--- src/verilog/rhd_pkg.sv ---
// rhd_pkg: constants and carrier types for the root hub descriptor A block.
// assumes a 32-bit word register port with byte addresses on a word grid.
`default_nettype none
package rhd_pkg;
  // ===========================================================
  // register map
  localparam logic [7:0] RHD_DESC_A_OFS = 8'h48;
  localparam logic [7:0] RHD_STATUS_OFS = 8'h50;
  // ===========================================================
  // field positions
  localparam int RHD_CNT_LSB = 0;
  localparam int RHD_SWMODE_BIT = 8;
  localparam int RHD_SWOFF_BIT = 9;
  localparam int RHD_CMPD_BIT = 10;
  localparam int RHD_OCMODE_BIT = 11;
  localparam int RHD_OCOFF_BIT = 12;
  localparam int RHD_POT_LSB = 24;
  localparam int RHD_GPOFF_BIT = 0;
  // ===========================================================
  // reset values and port counts
  localparam logic RHD_SWMODE_RST = 1'h0;
  localparam logic RHD_SWOFF_RST = 1'h1;
  localparam logic RHD_OCMODE_RST = 1'h1;
  localparam logic RHD_OCOFF_RST = 1'h0;
  localparam logic [7:0] RHD_POT_RST = 8'h02;
  localparam logic [7:0] RHD_PORTS_A = 8'h03;
  localparam logic [7:0] RHD_PORTS_B = 8'h02;
  localparam logic [7:0] RHD_PORTS_MIN = 8'h01;
  localparam logic [7:0] RHD_PORTS_MAX = 8'h0F;
  localparam int RHD_NPORT = 3;
  // ===========================================================
  // register access request
  typedef struct packed {
    logic rd;
    logic wr;
    logic [7:0] addr;
    logic [31:0] wdata;
  } rhd_req_t;
  // writable descriptor fields
  typedef struct packed {
    logic [7:0] pot;
    logic oc_off;
    logic oc_mode;
    logic sw_off;
    logic sw_mode;
  } rhd_cfg_t;
endpackage : rhd_pkg
`default_nettype wire

--- src/verilog/rhd_desc.sv ---
// rhd_desc: root hub descriptor A register and the port power it steers.
// assumes requests are synchronous to core_clk and last one cycle each.
`default_nettype none
`timescale 1ns/1ps
// Notes on behaviour
// - port count byte reads 3 or 2
// - port count kept between one and fifteen
// - bit 8 selects ganged or per-port power
// - masked ports obey only per-port commands in per-port mode
// - switching mode ignored while power always on
// - bit 9 disables switching, resets to one
// - bit 10 reads zero, writes ignored
// - bit 11 selects overcurrent reporting, resets one
// - reporting mode honoured only without protect disable
// - bit 12 disables overcurrent protection
// - global power-off write clears power of globally switched ports while bit 9 is clear
module rhd_desc
  import rhd_pkg::*;
#(
  parameter bit THIRD_INSTANCE = 1'b0
) (
  input wire logic core_clk,
  input wire logic rst_n,
  input wire rhd_req_t req,
  input wire logic [RHD_NPORT-1:0] per_port_power_mask,
  input wire logic [RHD_NPORT-1:0] port_power_on_cmd,
  input wire logic [RHD_NPORT-1:0] port_power_off_cmd,
  input wire logic global_power_on_cmd,
  output logic [31:0] rdata,
  output logic rvalid,
  output logic [RHD_NPORT-1:0] port_power,
  output logic per_port_oc_report,
  output logic global_oc_report
);
  // ===========================================================
  // port count constant
  // clamp to legal range
  function automatic logic [7:0] clamp_ports(input logic [7:0] n);
    if (n < RHD_PORTS_MIN) begin
      return RHD_PORTS_MIN;
    end else if (n > RHD_PORTS_MAX) begin
      return RHD_PORTS_MAX;
    end
    return n;
  endfunction : clamp_ports

  localparam logic [7:0] NPORTS = clamp_ports(THIRD_INSTANCE ? RHD_PORTS_B : RHD_PORTS_A);

  // address decode shared by the write strobes and the read port
  function automatic logic addr_hit(input logic [7:0] a, input logic [7:0] ofs);
    return a == ofs;
  endfunction : addr_hit

  rhd_cfg_t cfg_q;
  logic wr_desc;
  logic rd_desc;
  logic gp_off;
  logic [31:0] desc_word;

  // one-cycle strobes decoded straight from the request
  assign wr_desc = req.wr && addr_hit(req.addr, RHD_DESC_A_OFS);
  assign rd_desc = req.rd && addr_hit(req.addr, RHD_DESC_A_OFS);
  assign gp_off = req.wr && addr_hit(req.addr, RHD_STATUS_OFS) && req.wdata[RHD_GPOFF_BIT];

  // ===========================================================
  // writable fields; bit 10 and bits 23:13 have no storage
  // writable mode bits
  always_ff @(posedge core_clk or negedge rst_n) begin
    if (!rst_n) begin
      cfg_q <= '{pot: RHD_POT_RST, oc_off: RHD_OCOFF_RST, oc_mode: RHD_OCMODE_RST,
                 sw_off: RHD_SWOFF_RST, sw_mode: RHD_SWMODE_RST};
    end else if (wr_desc) begin
      cfg_q.sw_mode <= req.wdata[RHD_SWMODE_BIT];
      cfg_q.sw_off <= req.wdata[RHD_SWOFF_BIT];
      cfg_q.oc_mode <= req.wdata[RHD_OCMODE_BIT];
      cfg_q.oc_off <= req.wdata[RHD_OCOFF_BIT];
      // wait time field, held for software
      cfg_q.pot <= req.wdata[RHD_POT_LSB +: 8];
    end
  end

  // read word with zeros in fixed bits
  always_comb begin
    desc_word = 32'h0000_0000;
    desc_word[RHD_CNT_LSB +: 8] = NPORTS;
    desc_word[RHD_SWMODE_BIT] = cfg_q.sw_mode;
    desc_word[RHD_SWOFF_BIT] = cfg_q.sw_off;
    desc_word[RHD_OCMODE_BIT] = cfg_q.oc_mode;
    desc_word[RHD_OCOFF_BIT] = cfg_q.oc_off;
    desc_word[RHD_POT_LSB +: 8] = cfg_q.pot;
  end

  // ===========================================================
  // read port: answer one cycle after the request; status reads zero here
  always_ff @(posedge core_clk or negedge rst_n) begin
    if (!rst_n) begin
      rdata <= 32'h0000_0000;
      rvalid <= 1'b0;
    end else begin
      rvalid <= req.rd;
      if (rd_desc) begin
        rdata <= desc_word;
      end else begin
        rdata <= 32'h0000_0000; // unmapped and write-only words read zero
      end
    end
  end

  // ===========================================================
  // port power state
  always_ff @(posedge core_clk or negedge rst_n) begin
    if (!rst_n) begin
      port_power <= '0;
    end else begin
      for (int i = 0; i < RHD_NPORT; i++) begin
        if (cfg_q.sw_off) begin
          port_power[i] <= 1'b1;
        end else if (cfg_q.sw_mode && per_port_power_mask[i]) begin
          // masked port takes per-port commands only
          if (port_power_on_cmd[i]) begin
            port_power[i] <= 1'b1;
          end else if (port_power_off_cmd[i]) begin
            port_power[i] <= 1'b0;
          end
        end else begin
          // global switch; off wins on a tie
          if (gp_off) begin
            port_power[i] <= 1'b0;
          end else if (global_power_on_cmd) begin
            port_power[i] <= 1'b1;
          end
        end
      end
    end
  end

  always_ff @(posedge core_clk or negedge rst_n) begin
    if (!rst_n) begin
      per_port_oc_report <= 1'b0;
      global_oc_report <= 1'b0;
    end else begin
      per_port_oc_report <= !cfg_q.oc_off && cfg_q.oc_mode;
      global_oc_report <= !cfg_q.oc_off && !cfg_q.oc_mode;
    end
  end

  // ===========================================================
  // checks: read word
  a_read_fixed_bits: assert property (@(posedge core_clk) disable iff (!rst_n)
    rvalid |-> (rdata[23:13] == 11'h000 && rdata[RHD_CMPD_BIT] == 1'b0))
    else $error("fixed descriptor bits not zero");
  a_port_count: assert property (@(posedge core_clk) disable iff (!rst_n)
    rd_desc |=> rdata[7:0] == NPORTS)
    else $error("port count wrong");
  a_count_range: assert property (@(posedge core_clk) disable iff (!rst_n)
    rd_desc |=> (rdata[7:0] >= RHD_PORTS_MIN && rdata[7:0] <= RHD_PORTS_MAX))
    else $error("port count out of range");
  a_unmapped_zero: assert property (@(posedge core_clk) disable iff (!rst_n)
    (req.rd && !rd_desc) |=> rdata == 32'h0000_0000)
    else $error("unmapped read not zero");
  // the guard on the previous reset keeps the first edge after release quiet
  a_read_pulse: assert property (@(posedge core_clk) disable iff (!rst_n)
    $past(rst_n) |-> rvalid == $past(req.rd))
    else $error("read answer not one cycle after request");

  // checks: stored fields
  a_write_mode: assert property (@(posedge core_clk) disable iff (!rst_n)
    wr_desc |=> cfg_q.sw_mode == $past(req.wdata[RHD_SWMODE_BIT]))
    else $error("mode bit not stored");
  a_write_swoff: assert property (@(posedge core_clk) disable iff (!rst_n)
    wr_desc |=> cfg_q.sw_off == $past(req.wdata[RHD_SWOFF_BIT]))
    else $error("switching disable not stored");
  a_write_ocmode: assert property (@(posedge core_clk) disable iff (!rst_n)
    wr_desc |=> cfg_q.oc_mode == $past(req.wdata[RHD_OCMODE_BIT]))
    else $error("reporting mode not stored");
  a_write_ocoff: assert property (@(posedge core_clk) disable iff (!rst_n)
    wr_desc |=> cfg_q.oc_off == $past(req.wdata[RHD_OCOFF_BIT]))
    else $error("protection disable not stored");
  a_write_wait: assert property (@(posedge core_clk) disable iff (!rst_n)
    wr_desc |=> cfg_q.pot == $past(req.wdata[RHD_POT_LSB +: 8]))
    else $error("wait time not stored");
  a_hold_fields: assert property (@(posedge core_clk) disable iff (!rst_n)
    !wr_desc |=> $stable(cfg_q))
    else $error("fields changed without a write");

  // checks: port power
  a_swoff_powered: assert property (@(posedge core_clk) disable iff (!rst_n)
    ($past(rst_n) && $past(cfg_q.sw_off)) |-> port_power == '1)
    else $error("ports not powered with switching off");
  a_mode_ignored: assert property (@(posedge core_clk) disable iff (!rst_n)
    (cfg_q.sw_off && gp_off) |=> port_power == '1)
    else $error("power-off honoured while switching disabled");
  a_masked_port: assert property (@(posedge core_clk) disable iff (!rst_n)
    (!cfg_q.sw_off && cfg_q.sw_mode && per_port_power_mask[0] && port_power[0] && !port_power_off_cmd[0] && gp_off)
      |=> port_power[0])
    else $error("masked port reacted to global off");
  a_per_port_on: assert property (@(posedge core_clk) disable iff (!rst_n)
    (!cfg_q.sw_off && cfg_q.sw_mode && per_port_power_mask[0] && port_power_on_cmd[0]) |=> port_power[0])
    else $error("masked port ignored its own power-on");
  a_unmasked_port: assert property (@(posedge core_clk) disable iff (!rst_n)
    (!cfg_q.sw_off && cfg_q.sw_mode && !per_port_power_mask[1] && port_power[1] && !gp_off)
      |=> port_power[1])
    else $error("unmasked port reacted to a per-port command");
  a_global_off: assert property (@(posedge core_clk) disable iff (!rst_n)
    (!cfg_q.sw_off && !cfg_q.sw_mode && gp_off) |=> port_power == '0)
    else $error("global power-off ignored");

  // checks: overcurrent reporting
  a_oc_report: assert property (@(posedge core_clk) disable iff (!rst_n)
    $past(cfg_q.oc_off) |-> !(per_port_oc_report || global_oc_report))
    else $error("overcurrent reported with protection off");
  a_oc_mode: assert property (@(posedge core_clk) disable iff (!rst_n)
    ($past(rst_n) && $past(!cfg_q.oc_off)) |-> per_port_oc_report == $past(cfg_q.oc_mode))
    else $error("reporting mode not followed");
  a_oc_global: assert property (@(posedge core_clk) disable iff (!rst_n)
    ($past(rst_n) && $past(!cfg_q.oc_off)) |-> global_oc_report == !$past(cfg_q.oc_mode))
    else $error("global reporting not followed");
endmodule : rhd_desc
`default_nettype wire

--- config.mk ---
export PLATFORM = sky130hd
export DESIGN_NAME = rhd_desc
export DESIGN_NICKNAME = d
export VERILOG_FILES = /design/src/verilog/rhd_pkg.sv /design/src/verilog/rhd_desc.sv
export SDC_FILE = /design/constraint.sdc
export NUM_CORES = 1
export LEC_CHECK = 0
export BUFFER_PORTS_ARGS = -buffer_cell sky130_fd_sc_hd__buf_2
export CAP_MARGIN = 20
export CORE_ASPECT_RATIO = 0.9
export CORE_UTILIZATION = 38
export CTS_BUF_LIST = sky130_fd_sc_hd__clkbuf_8
export CTS_CLUSTER_SIZE = 28
export DETAILED_ROUTE_END_ITERATION = 10
export MAX_ROUTING_LAYER = met4
export PLACE_DENSITY = 0.76
export SYNTH_ARGS = -nofsm -noshare
export SYNTH_HDL_FRONTEND = slang
export SYNTH_SLANG_ARGS = --single-unit
--- constraint.sdc ---
create_clock -name core_clk -period 1.4 [get_ports core_clk]
set_clock_uncertainty 0.1 [all_clocks]
set_input_delay 0 -clock core_clk [delete_from_list [all_inputs] [get_ports core_clk]]
set_output_delay 0 -clock core_clk [all_outputs]
set_load 0.05 [all_outputs]
[Word-level counts from Yosys, hierarchy flattened]
Index checks and enable logic that the tools add are counted.
Storage, ports and cells
  word-level logic and storage cells: 49
  output and inout port bits: 38
  input port bits: 54
  flip-flop bits (word level): 50
Cells by class
  eq/ne operators: 5
  reductions and logical operators: 17
  mux-type cells: 15
Operators with widths (number)
  2-to-1 mux 32 bit: 1
  equality test 8 x 7 -> 1 bit, second input constant: 2
  2-to-1 mux 1 bit: 14
  inequality test 4 bit, second input constant: 3
  nonzero test 4 bit: 3
  logical AND 1 bit: 9
  AND reduction 2 bit: 3
  zero test 1 bit: 2

[Depth between registers and ports, before layout]
Gate-level depths: netlist (run 1).
  depth after elaboration: 6
  depth in mapped cells: 4
  depth with buffers taken out: 3

[Least setup slack after synthesis (run 1)]
No wires, ideal clock.
  path kind: reg-to-reg
  from: register cfg_q[1] (netlist bit)
  to: register port_power[0]
  path buffers: 1
  data required time: 1218 ps
  arrival time: 1147 ps
  path slack: 71 ps
  cell stages (with the launch flop): 5
  period minus slack after synthesis: 1329 ps
  library setup time: 82 ps
  cells stage by stage: dfstp_2 -> clkbuf_1 -> nor4bb_1 -> and4_2 -> o22ai_1
On the way
  cells in the longest elaborated chain, start to end: 2
  elaborated cells between the ends (all ways): 4
  those cells by class: eq/ne (1); mux (1); reduce/logical (2)
Ends and longest elaborated chain
  start: declaration: RTL line rhd_desc.sv:54  | rhd_cfg_t cfg_q;
  start signal: assignment: RTL line rhd_desc.sv:70  | cfg_q <= '{pot: RHD_POT_RST, oc_off: RHD_OCOFF_RST, oc_mode: RHD_OCMODE_RST,
  inequality test 4 bit (no source line) / nonzero test 4 bit (equally long branches)
  AND reduction 2 bit (no source line)
  end signal: assignment: RTL line rhd_desc.sv:113  | port_power <= '0;
  end signal: indexed assignment: RTL line rhd_desc.sv:117  | port_power[i] <= 1'b1;
  end signal: indexed assignment: RTL line rhd_desc.sv:121  | port_power[i] <= 1'b1;
  end: declaration: RTL line rhd_desc.sv:31  | output logic [RHD_NPORT-1:0] port_power,
Several ways; a longest one is shown, not always the timed one.
A chain may end at the register's enable or synchronous reset.

[Worst setup path after layout (run 1)]
Same ends and word-level chain as after synthesis.

==> impl_metrics.json, run 1 <==
{
  "status": "finished, final reports clean",
  "synth_area_um2": 1368,
  "die_w_um": 65.24,
  "min_period_ns": 1.298,
  "min_path_type": "primary input to register",
  "drtIter0Drc": 49,
  "cts_tree": "yes",
  "synth_largest_area_cell": "dfrtp_1",
  "yosysMostFrequentCell": "dfrtp_1",
  "hold_viol_final": 0,
  "wire_per_inst_um": 12.79,
  "n_antenna_cell": 0,
  "cts_max_level": 2,
  "ioPinCount": 92,
  "nets": 234,
  "post-route-util": 0.5599,
  "area_growth_pct": 39.34,
  "synth_edf_count": 0,
  "critPathKind": "register to register",
  "start_util": 0.4018,
  "ys_ff_latch": 31,
  "clk-insertion-delay-late_ns": 0.28,
  "fill_cells": 296,
  "ff_latch_area_um2": 779.5,
  "ys_async_sr_fraction": 1.000,
  "hpwl_mm": 1.933,
  "crit_fanout": 9,
  "vias": 983,
  "ant_nets": 0,
  "setup_viol": 0,
  "crit_arrival_ns": 1.39,
  "gr-total-overflow": 0,
  "vdd_drop_max_mv": 0.3506,
  "ys_seq_area_frac": 0.5700,
  "critical_path.endpoint_type": "register",
  "dpl.cell_count": 196,
  "grt_pass1_vias": 1015,
  "drcViolationCount": 0,
  "path_clk_slew_ns": 0.06,
  "ys_types": 23,
  "clockBufferDepth": 2,
  "finalWirelength_mm": 2.878,
  "antenna_found_initial": 0,
  "leakage_nw": 1.035,
  "core_area_um2": 3403,
  "syn_area_per_cell_um2": 13.41,
  "placementRows": 20,
  "dieArea_um2": 3843,
  "stdcell_count": 225,
  "powerDensity_nw_per_um2": 1000,
  "syn_inst": 102,
  "yosysWarnings": 0,
  "clockRootBuffer": "clkbuf_8",
  "grt_pass1_wl_mm": 4.616,
  "post-route-period-util": 0.9273,
  "relSlewSlack": 0.5612,
  "viasPerCell": 4.369,
  "die_h_um": 58.91,
  "clock.fmax_mhz": 770.2,
  "first_pass_iters": 4,
  "post_cts_buffers": 0,
  "synthTopCellsByCount": "dfrtp_1 (28), buf_4 (19), and2_1 (12)",
  "grt_use_total": 0.1740,
  "setup_slack_ns": 0.1017,
  "multi_input_area_um2": 478.0,
  "rsz0062_at_grt": "false",
  "synth_top_area_share": 0.5124,
  "place.gp.congestion": 0.7030,
  "port_buffers": 54,
  "tns_ns": 0,
  "finalMaxSlewViolations": 0,
  "grt_max_degree": 32,
  "synth.area.top_cells": "dfrtp_1 (51%), mux2_4 (11%), buf_4 (10%)",
  "crit_path_start_kind": "register",
  "ys.flop_type": "dfrtp_1",
  "clock-sinks": 31,
  "worst_pin_slew_ns": 0.6582,
  "drive_above_1_share": 0.4475,
  "fin_hold_ws_ns": 0.01649,
  "post-place-ws_ns": 0.1232,
  "cts_buffers": 5,
  "worst_ep_required_time_ns": 1.49,
  "maxCapViolCount": 0
}
[kinds of logic after synthesis]
family | Yosys count | share of synthesized area
compound gates | 9 | 0.04666
buf+inv | 25 | 0.1272
flops | 31 | 0.5700
mux | 12 | 0.1263
other cells | 1 | 0.002742
simple gates | 24 | 0.1272
[metrics by stage]
stage / area (µm²) / power [mW]
6_report: 1906 / 1.906
5_1_grt: 1906 / 1.990
4_1_cts: 1906 / 1.920
3_5_place_dp: 1614 / 1.232
3_3_place_gp: 1614 / 1.223
2_1_floorplan: 1431 / 1.180
[where the power goes]
part | internal [mW] | total [mW] | switching, mW
sequential | 0.926 | 0.945 | 0.0187
clock | 0.333 | 0.643 | 0.310
combinational | 0.112 | 0.318 | 0.206
[registers in the layout, summed over array words and instances, names as in the netlist]
register / cells
global_oc_report: 1
rdata: 13
cfg_q: 12
per_port_oc_report: 1
rvalid: 1
port_power: 3
[cell type report]
| class | instances | share of cell area |
|---|---|---|
| repair buffers | 76 | 0.2626 |
| well taps | 44 | 0.02889 |
| clock inverters | 3 | 0.006566 |
| multi-input cells | 63 | 0.2508 |
| inverters | 3 | 0.005909 |
| flip-flops and latches | 31 | 0.4091 |
| clock buffers | 5 | 0.03611 |
[placed cells by master (no fill, tap or decap), drive strengths merged]
master / n
buf: 55
dfrtp: 28
dlygate4sd3: 21
conb: 18
and2: 12
mux2: 12
inv: 5
clkbuf: 5
nand2: 3
a211oi: 3
o31ai: 3
o22ai: 3
dfstp: 3
nor2b: 2
nor4: 1
and4bb: 1
and3: 1
nor2: 1
nor4bb: 1
and4: 1
nand3: 1
clkinv: 1
[worst max-delay path: stages (launching register included)]
cell	delay (ns)
dfstp_2	0.62
nor4bb_1	0.07
and4_2	0.27
o22ai_1	0.15
[worst paths after layout]
check / start / to / slack (ns) / cells past startpoint
max: cfg_q[1] / port_power[0] / 0.10 / 3
min: port_power_off_cmd[2] / port_power[2] / 0.02 / 4
max reg2reg: cfg_q[1] / port_power[0] / 0.10 / 3
min reg2reg: cfg_q[3] / per_port_oc_report / 0.38 / 1
max in group asynchronous: rst_n / cfg_q[3] / 0.59 / 2
min in group asynchronous: rst_n / rdata[31] / 0.18 / 2
[what timing repair did]
action	in CTS	in global routing
hold buffers	21	0
resized for setup	0	0
endpoints found under the hold margin	44	0
[metal layers]
metal | wire [µm] | track usage | up-vias
li1 | - | - | 460
met1 | 1097 | 0.1752 | 457
met2 | 1503 | 0.3078 | 58
met3 | 200 | 0.04457 | 8
met4 | 76 | 0.09627 | 0
met5 | 0 | - | -
No activity file was read; power rests on OpenSTA's default activity.
==> run 2, diff against run 1 <==
--- a/config.mk
+++ b/config.mk
@@ -5,7 +5,7 @@
 export SDC_FILE = /design/constraint.sdc
 export NUM_CORES = 1
 export LEC_CHECK = 0
-export BUFFER_PORTS_ARGS = -buffer_cell sky130_fd_sc_hd__buf_2
+export BUFFER_PORTS_ARGS = -buffer_cell sky130_fd_sc_hd__buf_4
 export CAP_MARGIN = 20
 export CORE_ASPECT_RATIO = 0.9
 export CORE_UTILIZATION = 38
==> impl_metrics.json, run 2 (synthesis results as in run 1) <==
{
  "finalWirelength_mm": 2.909,
  "critical_path.endpoint_type": "register",
  "dieArea_um2": 3843,
  "nets": 235,
  "hold_depth": 4,
  "hold_viol_final": 0,
  "reg2reg_depth": 3,
  "fill_cells": 270,
  "grt.met2_usage": 0.2872,
  "antenna_found_initial": 0,
  "p_int_mw": 1.457,
  "top_regs": "rdata (13), cfg_q (12), port_power (3)",
  "wire_per_inst_um": 12.93,
  "min_path_type": "primary input to register",
  "vdd_drop_max_mv": 0.3913,
  "tns_ns": 0,
  "reg2reg_slack_ns": 0.15,
  "grt_pass1_vias": 1008,
  "cts_tree": "yes",
  "grtUsageMet1": 0.1719,
  "layout_commonest_cell": "buf_4",
  "drtIter0Drc": 47,
  "start_util": 0.4018,
  "ant_nets": 0,
  "regToRegEndpoint": "port_power[0]",
  "grt_max_degree": 32,
  "viasPerCell": 4.413,
  "grt_use_total": 0.1737,
  "clock-sinks": 31,
  "hpwl_mm": 2.054,
  "worst_ep_required_time_ns": 1.44,
  "drcViolationCount": 0,
  "maxCapViolCount": 0,
  "hp-start": "port_power_off_cmd[2]",
  "hold-path-endpoint": "port_power[2]",
  "power_switching_mw": 0.5215,
  "sw_frac_of_total": 0.2637,
  "area_growth_pct": 50.23,
  "status": "finished, final reports clean",
  "combPwrFrac": 0.181,
  "port_buffers": 54,
  "cts_max_level": 2,
  "slowest_stage": "dfstp_2",
  "clockRootBuffer": "clkbuf_8",
  "finalMaxSlewViolations": 0,
  "powerDensity_nw_per_um2": 962.8,
  "vias": 993,
  "clockBufferDepth": 2,
  "gr-total-overflow": 0,
  "path_cells": "nor4bb_1 > and4_2 > o22ai_1",
  "rsz0062_at_grt": "false",
  "crit_path_start_kind": "register",
  "crit_fanout": 3,
  "placementRows": 20,
  "min_period_ns": 1.254,
  "critPathKind": "register to register",
  "path_clk_slew_ns": 0.05,
  "ioPinCount": 92,
  "pwr-share-clk": 0.342,
  "die_h_um": 58.91,
  "use_met3": 0.06589,
  "top_register": "rdata",
  "critPathMaxStageDelay_ns": 0.37,
  "die_w_um": 65.24,
  "largest_reg_flops": 13,
  "core_area_um2": 3403,
  "power.share.sequential": 0.477,
  "p_total_mw": 1.978,
  "leakage_nw": 1.072,
  "cts_buffers": 5,
  "crit_arrival_ns": 1.29,
  "grt-busiest-layer": "met2",
  "place.gp.congestion": 0.6795,
  "drive_above_1_share": 0.4586,
  "post_cts_buffers": 0,
  "reg2reg_from": "cfg_q[1]",
  "n_antenna_cell": 0,
  "clock.fmax_mhz": 797.5,
  "setup_viol": 0,
  "final_cell_mix": "buf_4 (55), dfrtp_1 (28), dlygate4sd3_1 (21)",
  "first_pass_iters": 4,
  "grt_pass1_wl_mm": 4.581,
  "clk-insertion-delay-late_ns": 0.27,
  "post-route-period-util": 0.8957
}
[run 2: cell count changes in the layout (fill, tap and decap cells not counted)]
cell	before	now
inv_1	5	3
buf_2	54	0
buf_4	0	55
clkbuf_8	5	6
[run 2: critical path, delay by kind of cell (launching register included)]
kind / cells / cell delay (ns)
AND/OR/NAND/NOR: 2 / 0.55
AO/OA/AOI/OAI: 1 / 0.10
flip-flops: 1 / 0.37
[run 2: worst max path at each step]
stage | startpoint | endpoint | cells after the start
2_1_floorplan | cfg_q[1] | port_power[0] | 4
3_3_place_gp | req[33] | cfg_q[11] | 5
3_5_place_dp | req[33] | cfg_q[6] | 5
4_1_cts | cfg_q[1] | port_power[0] | 3
5_1_grt | cfg_q[1] | port_power[0] | 3
6_report | cfg_q[1] | port_power[0] | 3
[run 2: final cells by class]
| cell class | count | area (µm²) | area share |
|---|---|---|---|
| Clock inverter | 1 | 5.005 | 0.002436 |
| Multi-Input combinational cell | 63 | 478.0 | 0.2326 |
| Sequential cell | 31 | 779.5 | 0.3794 |
| Clock buffer | 6 | 82.58 | 0.04019 |
| Tap cell | 44 | 55.05 | 0.02680 |
| Inverter | 3 | 11.26 | 0.005481 |
| Timing Repair Buffer | 77 | 643.1 | 0.3130 |
[run 2: repair_timing]
action | 4_1_cts | 5_1_grt
endpoints found under the hold margin | 47 | 0
hold buffers | 21 | 0
gates resized for setup | 0 | 0
[run 2: power groups by stage]
stage / logic [mW] / clock network (mW) / registers (mW)
after global routing: 0.378 / 0.753 / 0.946
after detailed placement: 0.309 / 0 / 0.959
after floorplan: 0.190 / 0 / 0.990
after global placement: 0.302 / 0 / 0.956
final: 0.358 / 0.677 / 0.944
after CTS: 0.357 / 0.703 / 0.943
[run 2: metal layers]
layer	share of wire	wire [µm]
met1	0.38	1100
met2	0.51	1476
met3	0.069	200
met4	0.045	131
met5	0	0
[run 2: per-stage QoR]
step	cell area, µm²	std cells	hold WS [ns]	worst slack [ns]	util
finish	2054	225	0.03491	0.1461	0.6037
global placement	1757	197	-0.1623	0.1351	0.5162
global route	2054	225	0.05386	0.1342	0.6037
floorplan	1431	119	-0.3956	0.07115	-
CTS	2054	225	0.008132	0.1567	0.6037
detailed placement	1757	197	-0.1526	0.1122	0.5162
